$ cat src/inc/ashp_pkg.sv
package ashp_pkg;

    localparam int WORD_W     = 24;
    localparam int FIFO_DEPTH = 16;
    localparam int FIFO_AW    = 4;

    // Serial word lengths as bit counts.
    localparam logic [4:0] LEN_SHORT = 5'h10;
    localparam logic [4:0] LEN_LONG  = 5'h18;

    // Self-clock half period; a least time, so it rounds up.
    localparam int         CLK_MHZ       = 40;
    localparam int         SCLK_HALF_NS  = 100;
    localparam int         SCLK_HALF_CYC = (SCLK_HALF_NS * CLK_MHZ + 999) / 1000;
    localparam logic [2:0] HALF_RELOAD   = 3'(SCLK_HALF_CYC - 1);

    localparam logic [23:0] CTRL_RST = 24'h000000;
    localparam logic [23:0] CAL_RST  = 24'h000000;

    typedef enum logic [1:0] {
        ASHP_IDLE  = 2'b00,
        ASHP_READ  = 2'b01,
        ASHP_WRITE = 2'b10
    } ashp_state_e;

    // Pin group that passes the synchroniser together.
    typedef struct packed {
        logic mode;
        logic sclk;
        logic rfs_n;
        logic tfs_n;
        logic sel;
        logic din;
    } ashp_pins_s;

    localparam ashp_pins_s PINS_IDLE = 6'h0c;

endpackage

$ cat src/hw/ashp_top.sv
`timescale 1ns/1ps

// ----------------------------------------------------------------
// Conversion word buffer
// ----------------------------------------------------------------
module ashp_fifo #(
    parameter int W  = 24,
    parameter int D  = 16,
    parameter int AW = 4
) (
    input  wire logic          clk,
    input  wire logic          rst_b,
    input  wire logic [W-1:0]  in_data,
    input  wire logic          in_valid,
    output logic               in_ready,
    output logic [W-1:0]       out_data,
    output logic               out_valid,
    input  wire logic          out_ready,
    output logic [AW:0]        level
);
    logic [W-1:0]  mem [D];
    logic [AW-1:0] wp_r;
    logic [AW-1:0] rp_r;
    logic [AW:0]   cnt_nxt;
    logic          push;
    logic          pop;

    assign push      = in_valid & in_ready;
    assign pop       = out_valid & out_ready;
    assign out_valid = (level != '0);
    assign out_data  = mem[rp_r];

    // Ready is registered from the next count so it is exact, not early.
    always_comb begin
        cnt_nxt = level + (AW+1)'(push) - (AW+1)'(pop);
    end

    // Pointers, count and ready.
    always_ff @(posedge clk) begin
        if (!rst_b) begin
            wp_r     <= '0;
            rp_r     <= '0;
            level    <= '0;
            in_ready <= 1'b1;
        end else begin
            if (push) begin
                wp_r <= wp_r + 1'b1;
            end
            if (pop) begin
                rp_r <= rp_r + 1'b1;
            end
            level    <= cnt_nxt;
            in_ready <= (cnt_nxt != (AW+1)'(D));
        end
    end

    // Storage needs no reset; empty entries are never read.
    always_ff @(posedge clk) begin
        if (push) begin
            mem[wp_r] <= in_data;
        end
    end
endmodule // ashp_fifo

// ----------------------------------------------------------------
// Serial host port
// ----------------------------------------------------------------
module ashp_top (
    input  wire logic        clk,
    input  wire logic        rst_b,
    input  wire logic        mode_self_pin,
    input  wire logic        register_select,
    input  wire logic        read_frame_sync_n,
    input  wire logic        write_frame_sync_n,
    input  wire logic        sclk_in,
    output logic             sclk_out,
    output logic             sclk_oe,
    input  wire logic        serial_data_line_in,
    output logic             serial_data_line_out,
    output logic             serial_data_line_oe,
    output logic             conversion_ready_n,
    input  wire logic [23:0] conv_word,
    input  wire logic        conv_valid,
    output logic             conv_ready,
    input  wire logic        word_len_24,
    input  wire logic        cal_read_sel,
    output logic [23:0]      control_word,
    output logic [23:0]      cal_word,
    output logic             write_done
);
    ashp_pkg::ashp_pins_s  pin_now;
    ashp_pkg::ashp_pins_s  pin_m_r;
    ashp_pkg::ashp_pins_s  pin_s_r;
    ashp_pkg::ashp_pins_s  pin_d_r;
    ashp_pkg::ashp_state_e state_r;
    logic                  mode_r;
    logic [2:0]            half_r;
    logic                  sclk_q_r;
    logic                  frame_n;
    logic                  run;
    logic                  tick;
    logic                  rise;
    logic                  fall;
    logic                  src_out_r;
    logic [4:0]            len_r;
    logic [4:0]            cnt_r;
    logic [23:0]           shift_r;
    logic [23:0]           win_r;
    logic                  wsel_r;
    logic [23:0]           out_reg_r;
    logic [4:0]            flush_r;
    logic                  start_rd;
    logic                  start_wr;
    logic                  rd_done;
    logic                  wr_fin;
    logic [23:0]           rd_word;
    logic [23:0]           fifo_data;
    logic                  fifo_valid;
    logic                  drain;
    logic [4:0]            fifo_level;

    assign pin_now = {mode_self_pin, sclk_in, read_frame_sync_n,
                      write_frame_sync_n, register_select, serial_data_line_in};

    // Two-stage synchroniser plus one stage for edge detection.
    always_ff @(posedge clk) begin
        if (!rst_b) begin
            pin_m_r <= ashp_pkg::PINS_IDLE;
            pin_s_r <= ashp_pkg::PINS_IDLE;
            pin_d_r <= ashp_pkg::PINS_IDLE;
        end else begin
            pin_m_r <= pin_now;
            pin_s_r <= pin_m_r;
            pin_d_r <= pin_s_r;
        end
    end

    // The strap is taken only between transfers so a word never changes clocking.
    always_ff @(posedge clk) begin
        if (!rst_b) begin
            mode_r <= 1'b0;
        end else if (state_r == ashp_pkg::ASHP_IDLE) begin
            mode_r <= pin_s_r.mode;
        end
    end

    // Frame sync of the transfer in progress; a high level pauses it.
    assign frame_n = (state_r == ashp_pkg::ASHP_WRITE) ? pin_s_r.tfs_n : pin_s_r.rfs_n;

    // Own clock runs only in self mode, inside a frame.
    assign run  = mode_r & (state_r != ashp_pkg::ASHP_IDLE) & !frame_n;
    assign tick = run & (half_r == 3'h0);

    // Edges come from the own divider or from the host clock.
    assign rise = mode_r ? (tick & !sclk_q_r)
                         : (pin_s_r.sclk & !pin_d_r.sclk & !frame_n);
    assign fall = mode_r ? (tick & sclk_q_r)
                         : (!pin_s_r.sclk & pin_d_r.sclk & !frame_n);

    // Divider; the clock starts low so the host first sees a rising edge on the MSB.
    always_ff @(posedge clk) begin
        if (!rst_b) begin
            half_r   <= ashp_pkg::HALF_RELOAD;
            sclk_q_r <= 1'b0;
        end else if (state_r == ashp_pkg::ASHP_IDLE) begin
            half_r   <= ashp_pkg::HALF_RELOAD;
            sclk_q_r <= 1'b0;
        end else if (run) begin
            if (tick) begin
                half_r   <= ashp_pkg::HALF_RELOAD;
                sclk_q_r <= ~sclk_q_r;
            end else begin
                half_r <= half_r - 3'h1;
            end
        end
    end

    // Output reads are refused while ready is high.
    assign start_rd = (state_r == ashp_pkg::ASHP_IDLE) & pin_d_r.rfs_n & !pin_s_r.rfs_n
                    & (!pin_s_r.sel | cal_read_sel | !conversion_ready_n);
    assign start_wr = (state_r == ashp_pkg::ASHP_IDLE) & pin_d_r.tfs_n & !pin_s_r.tfs_n
                    & !start_rd;
    assign rd_done  = (state_r == ashp_pkg::ASHP_READ) & fall & (cnt_r == len_r - 5'h01);
    assign wr_fin   = (state_r == ashp_pkg::ASHP_WRITE) & fall
                    & (cnt_r == ashp_pkg::LEN_LONG);

    // Source word; high select with the calibration strap picks calibration.
    assign rd_word = !pin_s_r.sel ? control_word
                   : (cal_read_sel ? cal_word : out_reg_r);

    // Transfer sequencer; the bit counter survives frame pauses.
    always_ff @(posedge clk) begin
        if (!rst_b) begin
            state_r   <= ashp_pkg::ASHP_IDLE;
            src_out_r <= 1'b0;
            len_r     <= ashp_pkg::LEN_LONG;
            cnt_r     <= 5'h00;
            shift_r   <= 24'h000000;
            win_r     <= 24'h000000;
            wsel_r    <= 1'b0;
        end else begin
            unique case (state_r)
                ashp_pkg::ASHP_IDLE: begin
                    cnt_r <= 5'h00;
                    if (start_rd) begin
                        state_r   <= ashp_pkg::ASHP_READ;
                        src_out_r <= pin_s_r.sel & !cal_read_sel;
                        shift_r   <= rd_word;
                        len_r     <= (pin_s_r.sel & !cal_read_sel & !word_len_24)
                                   ? ashp_pkg::LEN_SHORT : ashp_pkg::LEN_LONG;
                    end else if (start_wr) begin
                        state_r   <= ashp_pkg::ASHP_WRITE;
                        src_out_r <= 1'b0;
                        wsel_r    <= pin_s_r.sel;
                    end
                end
                ashp_pkg::ASHP_READ: begin
                    if (rd_done) begin
                        state_r <= ashp_pkg::ASHP_IDLE;
                    end else if (fall) begin
                        shift_r <= {shift_r[22:0], 1'b0};
                        cnt_r   <= cnt_r + 5'h01;
                    end
                end
                ashp_pkg::ASHP_WRITE: begin
                    if (wr_fin) begin
                        state_r <= ashp_pkg::ASHP_IDLE;
                    end else if (rise && cnt_r != ashp_pkg::LEN_LONG) begin
                        win_r <= {win_r[22:0], pin_s_r.din};
                        cnt_r <= cnt_r + 5'h01;
                    end
                end
                default: begin
                    state_r <= ashp_pkg::ASHP_IDLE;
                end
            endcase
        end
    end

    // Draining stalls during an output read; the buffer then holds the late words.
    assign drain = (state_r != ashp_pkg::ASHP_READ) | !src_out_r;

    ashp_fifo #(
        .W  (ashp_pkg::WORD_W),
        .D  (ashp_pkg::FIFO_DEPTH),
        .AW (ashp_pkg::FIFO_AW)
    ) u_fifo (
        .clk       (clk),
        .rst_b     (rst_b),
        .in_data   (conv_word),
        .in_valid  (conv_valid),
        .in_ready  (conv_ready),
        .out_data  (fifo_data),
        .out_valid (fifo_valid),
        .out_ready (drain),
        .level     (fifo_level)
    );

    // Output register and ready; words that came in during an output read are flushed unseen.
    always_ff @(posedge clk) begin
        if (!rst_b) begin
            out_reg_r          <= 24'h000000;
            flush_r            <= 5'h00;
            conversion_ready_n <= 1'b1;
        end else if (rd_done && src_out_r) begin
            flush_r            <= fifo_level;
            conversion_ready_n <= 1'b1;
        end else if (fifo_valid && drain) begin
            if (flush_r != 5'h00) begin
                flush_r <= flush_r - 5'h01;
            end else begin
                out_reg_r          <= fifo_data;
                conversion_ready_n <= 1'b0;
            end
        end
    end

    // Register writes land where the select pointed at the start.
    always_ff @(posedge clk) begin
        if (!rst_b) begin
            control_word <= ashp_pkg::CTRL_RST;
            cal_word     <= ashp_pkg::CAL_RST;
            write_done   <= 1'b0;
        end else begin
            write_done <= wr_fin;
            if (wr_fin && !wsel_r) begin
                control_word <= win_r;
            end
            if (wr_fin && wsel_r) begin
                cal_word <= win_r;
            end
        end
    end

    // Pin drivers; data floats whenever the read frame is paused or over.
    always_ff @(posedge clk) begin
        if (!rst_b) begin
            sclk_out             <= 1'b0;
            sclk_oe              <= 1'b0;
            serial_data_line_out <= 1'b0;
            serial_data_line_oe  <= 1'b0;
        end else begin
            sclk_out             <= sclk_q_r;
            sclk_oe              <= mode_r & (state_r != ashp_pkg::ASHP_IDLE);
            serial_data_line_out <= shift_r[23];
            serial_data_line_oe  <= (state_r == ashp_pkg::ASHP_READ)
                                  & !pin_s_r.rfs_n;
        end
    end

    // ----------------------------------------------------------------
    // Checks
    // ----------------------------------------------------------------
    refused_read_a: assert property (@(posedge clk) disable iff (!rst_b)
        (state_r == ashp_pkg::ASHP_IDLE && pin_d_r.rfs_n && !pin_s_r.rfs_n
         && pin_s_r.sel && !cal_read_sel && conversion_ready_n && !start_wr)
        |=> state_r == ashp_pkg::ASHP_IDLE)
        else $error("output read started while ready high");

    ready_release_a: assert property (@(posedge clk) disable iff (!rst_b)
        (rd_done && src_out_r) |=> conversion_ready_n ##1 !serial_data_line_oe)
        else $error("ready or data not released after last bit");

    ready_hold_a: assert property (@(posedge clk) disable iff (!rst_b)
        (state_r == ashp_pkg::ASHP_READ && src_out_r) |-> !conversion_ready_n)
        else $error("ready rose during output read");

    reg_ready_a: assert property (@(posedge clk) disable iff (!rst_b)
        (state_r != ashp_pkg::ASHP_IDLE && !src_out_r && !conversion_ready_n)
        |=> !conversion_ready_n)
        else $error("register access changed ready");

    ext_clock_a: assert property (@(posedge clk) disable iff (!rst_b)
        (!mode_r && state_r == ashp_pkg::ASHP_IDLE) |=> !sclk_oe)
        else $error("clock driven in external mode");

    self_clock_a: assert property (@(posedge clk) disable iff (!rst_b)
        (mode_r && state_r != ashp_pkg::ASHP_IDLE && !frame_n) |=> sclk_oe)
        else $error("self clock not driven in transfer");

    write_commit_a: assert property (@(posedge clk) disable iff (!rst_b)
        (wr_fin && !wsel_r) |=> (control_word == $past(win_r)) && write_done)
        else $error("control write not committed");

    pause_float_a: assert property (@(posedge clk) disable iff (!rst_b)
        (state_r == ashp_pkg::ASHP_READ && !rd_done)
        |=> serial_data_line_oe == !$past(pin_s_r.rfs_n))
        else $error("data enable not following frame sync");

    short_word_a: assert property (@(posedge clk) disable iff (!rst_b)
        (start_rd && pin_s_r.sel && !cal_read_sel && !word_len_24)
        |=> len_r == ashp_pkg::LEN_SHORT)
        else $error("short word length not applied");
endmodule // ashp_top

$ cat config.mk
export PLATFORM = sky130hd
export DESIGN_NAME = ashp_top
export DESIGN_NICKNAME = d
export VERILOG_FILES = /design/src/inc/ashp_pkg.sv /design/src/hw/ashp_top.sv
export SDC_FILE = /design/constraint.sdc
export NUM_CORES = 1
export LEC_CHECK = 0
export BUFFER_PORTS_ARGS = -buffer_cell sky130_fd_sc_hd__buf_2
export CAP_MARGIN = 20
export CORE_MARGIN = 2
export CORE_UTILIZATION = 52
export CTS_CLUSTER_DIAMETER = 30
export DETAILED_ROUTE_END_ITERATION = 10
export HOLD_SLACK_MARGIN = 0.02
export PLACE_DENSITY_LB_ADDON = 0.08
export SETUP_SLACK_MARGIN = 0.5
export SYNTH_ARGS = -nofsm -noshare
export SYNTH_HDL_FRONTEND = slang
export SYNTH_HIERARCHICAL = 1
export SYNTH_SLANG_ARGS = --single-unit
$ cat constraint.sdc
create_clock -name clk -period 4.1 [get_ports clk]
set_input_delay 0.41 -clock clk [delete_from_list [all_inputs] [get_ports clk]]
set_output_delay 0.41 -clock clk [all_outputs]
set_load 0.02 [all_outputs]
# --- Word level (Yosys, flattened, before mapping) ---
# Memories as Yosys holds them, arrays and structs flattened. A register that Yosys moved wholly into a read port is not among the register bits.
# Cells that the tools add are included.
word_totals:
  reg_bits: 155
  ram_bits: 384
  output_inout_bits: 55
  word_cells: 165
  memories: 1
classes:
  n_addsub: 8
  n_eq_ne: 15
  mux: 28
  n_bitwise: 33
  n_reduce_logical: 42
mem_list:
  columns: ["memory", "words", "width", "rd", "rd_ports_with_merged_regs", "write_ports", "line", "text"]
  rows:
  - ["u_fifo.mem", 16, 24, 1, 1, 1, "ashp_top.sv:21", "logic [W-1:0] mem [D];"]
op_table:
  columns: ["op", "n"]
  rows:
  - ["24-bit two-way mux", 5]
  - ["24-bit one-hot mux with 2 select lines", 1]
  - ["5-bit two-way mux", 7]
  - ["1-bit AND", 24]
  - ["5-bit one-hot mux with 3 select lines", 1]
  - ["1-bit logical NOT", 14]
  - ["2-bit != test (second input constant)", 6]
  - ["3-bit AND reduction", 4]
  - ["5-bit != test (second input constant)", 2]
  - ["2-bit AND reduction", 5]
  - ["2-bit nonzero test", 5]
  - ["5-bit nonzero test", 2]
  - ["5-bit by 1-bit subtractor with 5-bit output (second input constant)", 2]
  - ["4-bit by 1-bit adder with 4-bit output (second input constant)", 2]
  - ["2-bit two-way mux", 4]
  - ["1-bit two-way mux", 7]
  - ["1-bit inverter", 6]
  - ["2-bit one-hot mux with 3 select lines", 1]
  - ["5-bit by 1-bit adder with 5-bit output", 1]
  - ["5-bit by 1-bit adder with 5-bit output (second input constant)", 1]
  - ["5-bit equality test", 1]
  - ["5-bit equality test (second input constant)", 1]
  - ["1-bit logical AND", 5]
  - ["5-bit AND reduction", 1]
  - ["other kinds (14)", 18]

# --- Longest topological paths before layout ---
logic_depth:
  ltp_word: 12
  ltp_mapped: 14
  mapped_depth_nobuf: 13

# --- Modules after synthesis ---
# Netlist, hierarchy kept.
by_module_without_submodules:
  columns: ["module", "n_inst", "cells_per_inst", "area_each_um2", "seq_area_each_um2"]
  rows:
  - ["ashp_fifo", 1, 699, 15264.6, 11891.4]
  - ["ashp_top", 1, 799, 7104.3, 3223.1]

# --- Least setup slack after synthesis ---
# Ideal clock, no wire load.
synth_path:
  path_type: "register -> register"
  from: "register u_fifo.in_ready"
  to: "memory u_fifo.mem[3][0], enable pin"
  arrival_ns: 2.654
  required_ns: 3.665
  setup_slack_ns: 1.011
  stages_incl_launch_ff: 5
  n_path_buf: 1
  period_less_slack_ns: 3.089
  path_cell_list: "dfxtp_1 and2_1 clkbuf_1 nand2_1 nor3_1"
synth_between:
  elab_chain_len: 3
synth_lines:
  columns: ["element", "line", "text"]
  rows:
  - ["start: declaration", "ashp_top.sv:15", "output logic in_ready,"]
  - ["start signal: assignment", "ashp_top.sv:53", "in_ready <= (cnt_nxt != (AW+1)'(D));"]
  - ["1-bit AND", "ashp_top.sv:28", "assign push = in_valid & in_ready;"]
  - ["1-bit two-way mux", "ashp_top.sv:59", "if (push) begin"]
  - ["1-bit two-way mux (implied by the code)", "ashp_top.sv:60", "mem[wp_r] <= in_data;"]
  - ["end: declaration", "ashp_top.sv:21", null]
# Every way passes these cells.

# --- Worst setup path after layout ---
layout_path:
  from: "register u_fifo.level[3]"
  to: "register u_fifo.in_ready"
layout_between:
  elab_chain_len: 4
  word_cells_on_any_way: 5
  classes_between: "2 x add/sub; 1 x eq/ne; 1 x bitwise; 1 x reduce/logical"
layout_lines:
  columns: ["element", "line", "text"]
  rows:
  - ["start: declaration", "ashp_top.sv:19", "output logic [AW:0] level"]
  - ["start signal: assignment", "ashp_top.sv:52", "level <= cnt_nxt;"]
  - ["5-bit nonzero test", "ashp_top.sv:30", "assign out_valid = (level != '0);"]
  - ["named net fifo_valid", "ashp_top.sv:118", "logic fifo_valid;"]
  - ["1-bit AND", "ashp_top.sv:29", "assign pop = out_valid & out_ready;"]
  - ["5-bit by 1-bit subtractor with 5-bit output", "ashp_top.sv:35", "cnt_nxt = level + (AW+1)'(push) - (AW+1)'(pop);"]
  - ["5-bit != test", "ashp_top.sv:53", null]
# The timed path passes the listed nets, and every way through them passes these cells.
# A chain may end at the register's enable or synchronous reset.

==> flow_summary.json <==
{
  "grt_usage_pct": 22.8,
  "die_h_um": 211,
  "critical_path.max_stage_delay_ps": 590,
  "htree_levels": 3,
  "layout_min_cycle_time_ps": 3000,
  "grt_pass1_wl_um": 76700,
  "path_max_fanout": 8,
  "r2r-end": "u_fifo/in_ready",
  "swShare_pct": 24.9,
  "syn_to_final_growth_pct": 20.8,
  "grt_max_degree": 68,
  "power_frac_comb_pct": 14.8,
  "endpoint_kind": "register",
  "setup_viol": 0,
  "ctsLongestPathBuffers": 3,
  "slew-limit-headroom_pct": 25.8,
  "wl_um": 49200,
  "finalMaxSlewViolations": 0,
  "vias": 12900,
  "syn_nets": 1555,
  "antenna_left": 0,
  "critPathLaunch": "u_fifo/level[3]",
  "grt_antenna_before_repair": 2,
  "skew_ps": 16.4,
  "yosys-top-cells-count": "edfxtp_1, nand2_1, dfxtp_1",
  "p_sw_w": 0.00445,
  "die_area_sq_um": 44700,
  "grt_pass1_vias": 13200,
  "firstDrtPassIters": 5,
  "seqPwrFrac_pct": 37.5,
  "min_path_cells": 4,
  "synth_area_leaders": "edfxtp_1, dfxtp_1, mux4_2",
  "r2r_start": "u_fifo/level[3]",
  "hold_viol": 0,
  "drive_above_1_share_pct": 23.5,
  "diodes": 0,
  "drc": 0,
  "core-area_sq_um": 42200,
  "ys.flop_type": "edfxtp_1",
  "place.gp.congestion": 0.769,
  "crit_required_ps": 4600,
  "worstPathArrival_ps": 3500,
  "vias_per_cell": 5.71,
  "leakagePower_nw": 9.75,
  "ys_warn_count": 6,
  "postCtsSetupRepairBufs": 0,
  "cp-endpoint": "u_fifo/in_ready",
  "worst_slew_pin_slew_ps": 1110,
  "hold_class": "in2reg",
  "r2r_slack_ps": 1100,
  "pwr-share-clk_pct": 47.7,
  "drt_iter0_markers": 1126,
  "period_share_pct": 73.2,
  "clk_pin_slew_ps": 50,
  "portBuffers": 89,
  "hold_slack_ps": 141,
  "cp_slowest_cell": "or4b_1",
  "maxCapViolations": 0,
  "start_util_pct": 53.0,
  "fin_nets": 1688,
  "tritoncts": "done",
  "grt_setup_unrepaired": "false",
  "grt_overflow": 0,
  "dp_hpwl_um": 27200,
  "r2r_cells": 13,
  "synth_largest_area_cell": "edfxtp_1",
  "synth.distinct_cells": 62,
  "ys_seq_elements": 563,
  "ioPinCount": 90,
  "status": "completed",
  "syn_avg_cell_area_sq_um": 14.9,
  "fmax_mhz": 333,
  "utilization_pct": 64.0,
  "start_kind": "register",
  "yosysSeqAreaShare_pct": 67.6,
  "netlist.area_leader.share_pct": 51.5,
  "die_w_um": 211,
  "peakVddDrop_mv": 0.442,
  "async_flop_share_pct": 0,
  "clock-sinks": 563,
  "worstSetupPathType": "reg2reg",
  "synth.most_common_cell": "edfxtp_1",
  "root_buffer": "clkbuf_16",
  "insertion_delay_ps": 620,
  "fp-row-count": 75,
  "crit_chain": "inv_1 > ha_1 > or4b_1 > nand2_1 > inv_1 > ha_1 > inv_1 > ha_1 > fa_1 > a21oi_1 > o21bai_1 > mux2i_1 > nand3_1",
  "netlist_instances": 1498,
  "p_per_area_nw_per_um2": 661,
  "synth_enable_flop_cells": 384,
  "cts-buffers-inserted": 107,
  "wl_per_cell_um": 21.8,
  "p_int_w": 0.0134,
  "tns_ps": 0,
  "synth_area_sq_um": 22400
}
-- power groups by stage --
stage | clock network (W) | logic (W) | registers [W]
2_1_floorplan | 0 | 0.00216 | 0.00661
3_3_place_gp | 0 | 0.00262 | 0.00681
3_5_place_dp | 0 | 0.00264 | 0.00682
4_1_cts | 0.00865 | 0.00266 | 0.00672
5_1_grt | 0.00895 | 0.00290 | 0.00676
6_report | 0.00852 | 0.00265 | 0.00671
-- sequential cells by signal, indices dropped and copies added, names as in the netlist, 6 cells and up, named ones only --
register / flops
u_fifo/mem: 384
cal_word: 24
control_word: 24
out_reg_r: 24
shift_r: 24
win_r: 24
pin_m_r: 6
pin_s_r: 6
-- metal layers --
metal	track usage (%)	vias to the layer above	share of wire, %
li1	-	5947	-
met1	31.3	6535	45
met3	4.73	75	5.1
met5	0	-	0.022
met4	6.58	2	1.7
met2	37.1	322	48
-- cell families after synthesis --
| group | share of synthesized area, % |
|---|---|
| AO/OA/AOI/OAI | 7.84 |
| XOR/XNOR | 0.509 |
| adder cells (fa/ha/maj) | 1.26 |
| buffers and inverters | 2.66 |
| flip-flops | 67.6 |
| multiplexers | 12.1 |
| AND/OR/NAND/NOR | 8.07 |
-- repair_timing --
item	in CTS	in global routing
gates resized for setup	0	0
hold buffers	6	0
hold endpoints to repair	6	0
-- worst min-delay path by stage --
stage	slack, ps	startpoint	to
finish	140	word_len_24	len_r[3]
floorplan	390	pin_m_r[2]	pin_s_r[2]
global route	140	conv_word[17]	u_fifo/mem[2][17]
global placement	410	pin_m_r[3]	pin_s_r[3]
CTS	120	word_len_24	len_r[3]
detailed placement	400	pin_m_r[3]	pin_s_r[3]
-- metrics by stage --
| step | total power, W | area [sq um] | setup slack, ps | instances |
|---|---|---|---|---|
| after floorplan | 0.00877 | 22400 | 1010 | 1498 |
| after global placement | 0.00943 | 23300 | 1200 | 2051 |
| after detailed placement | 0.00946 | 23300 | 1120 | 2053 |
| after CTS | 0.0180 | 27000 | 1110 | 2253 |
| after global routing | 0.0186 | 27000 | 872 | 2255 |
| final | 0.0179 | 27000 | 1100 | 2255 |
-- cell type report --
class                   count  area (sq um)
clock buffers             136          2930
clock inverters            58           646
fillers                  3132         15200
inverters                  23          86.3
multi-input cells         817          6790
flip-flops and latches    563         15100
well taps                 539           674
repair buffers            119           778
-- critical path: cells and delay by family (launching register included) --
family,cells,cell delay [ps]
AO/OA/AOI/OAI,2,260
adder cells (fa/ha/maj),4,1050
buffers and inverters,3,180
flip-flops,1,340
multiplexers,1,210
AND/OR/NAND/NOR,3,870
-- cells in the final DEF (no fill, tap or decap), types with 19 or more instances in the layout --
cell type	netlist	final
and2_1	21	20
mux4_2	96	96
a21boi_1	48	48
edfxtp_1	384	384
a22oi_1	48	48
buf_4	3	19
a21oi_1	37	37
nand2_1	222	222
nor2_1	52	39
a211oi_1	24	24
buf_2	16	88
o211a_1	24	24
dfxtp_1	179	176
inv_1	23	23
clkbuf_16	0	109
a21boi_0	27	27
nor2b_1	33	31
mux2i_1	53	53
ha_1	21	20
nand3_1	20	20
(Power assumes the default switching activity.)
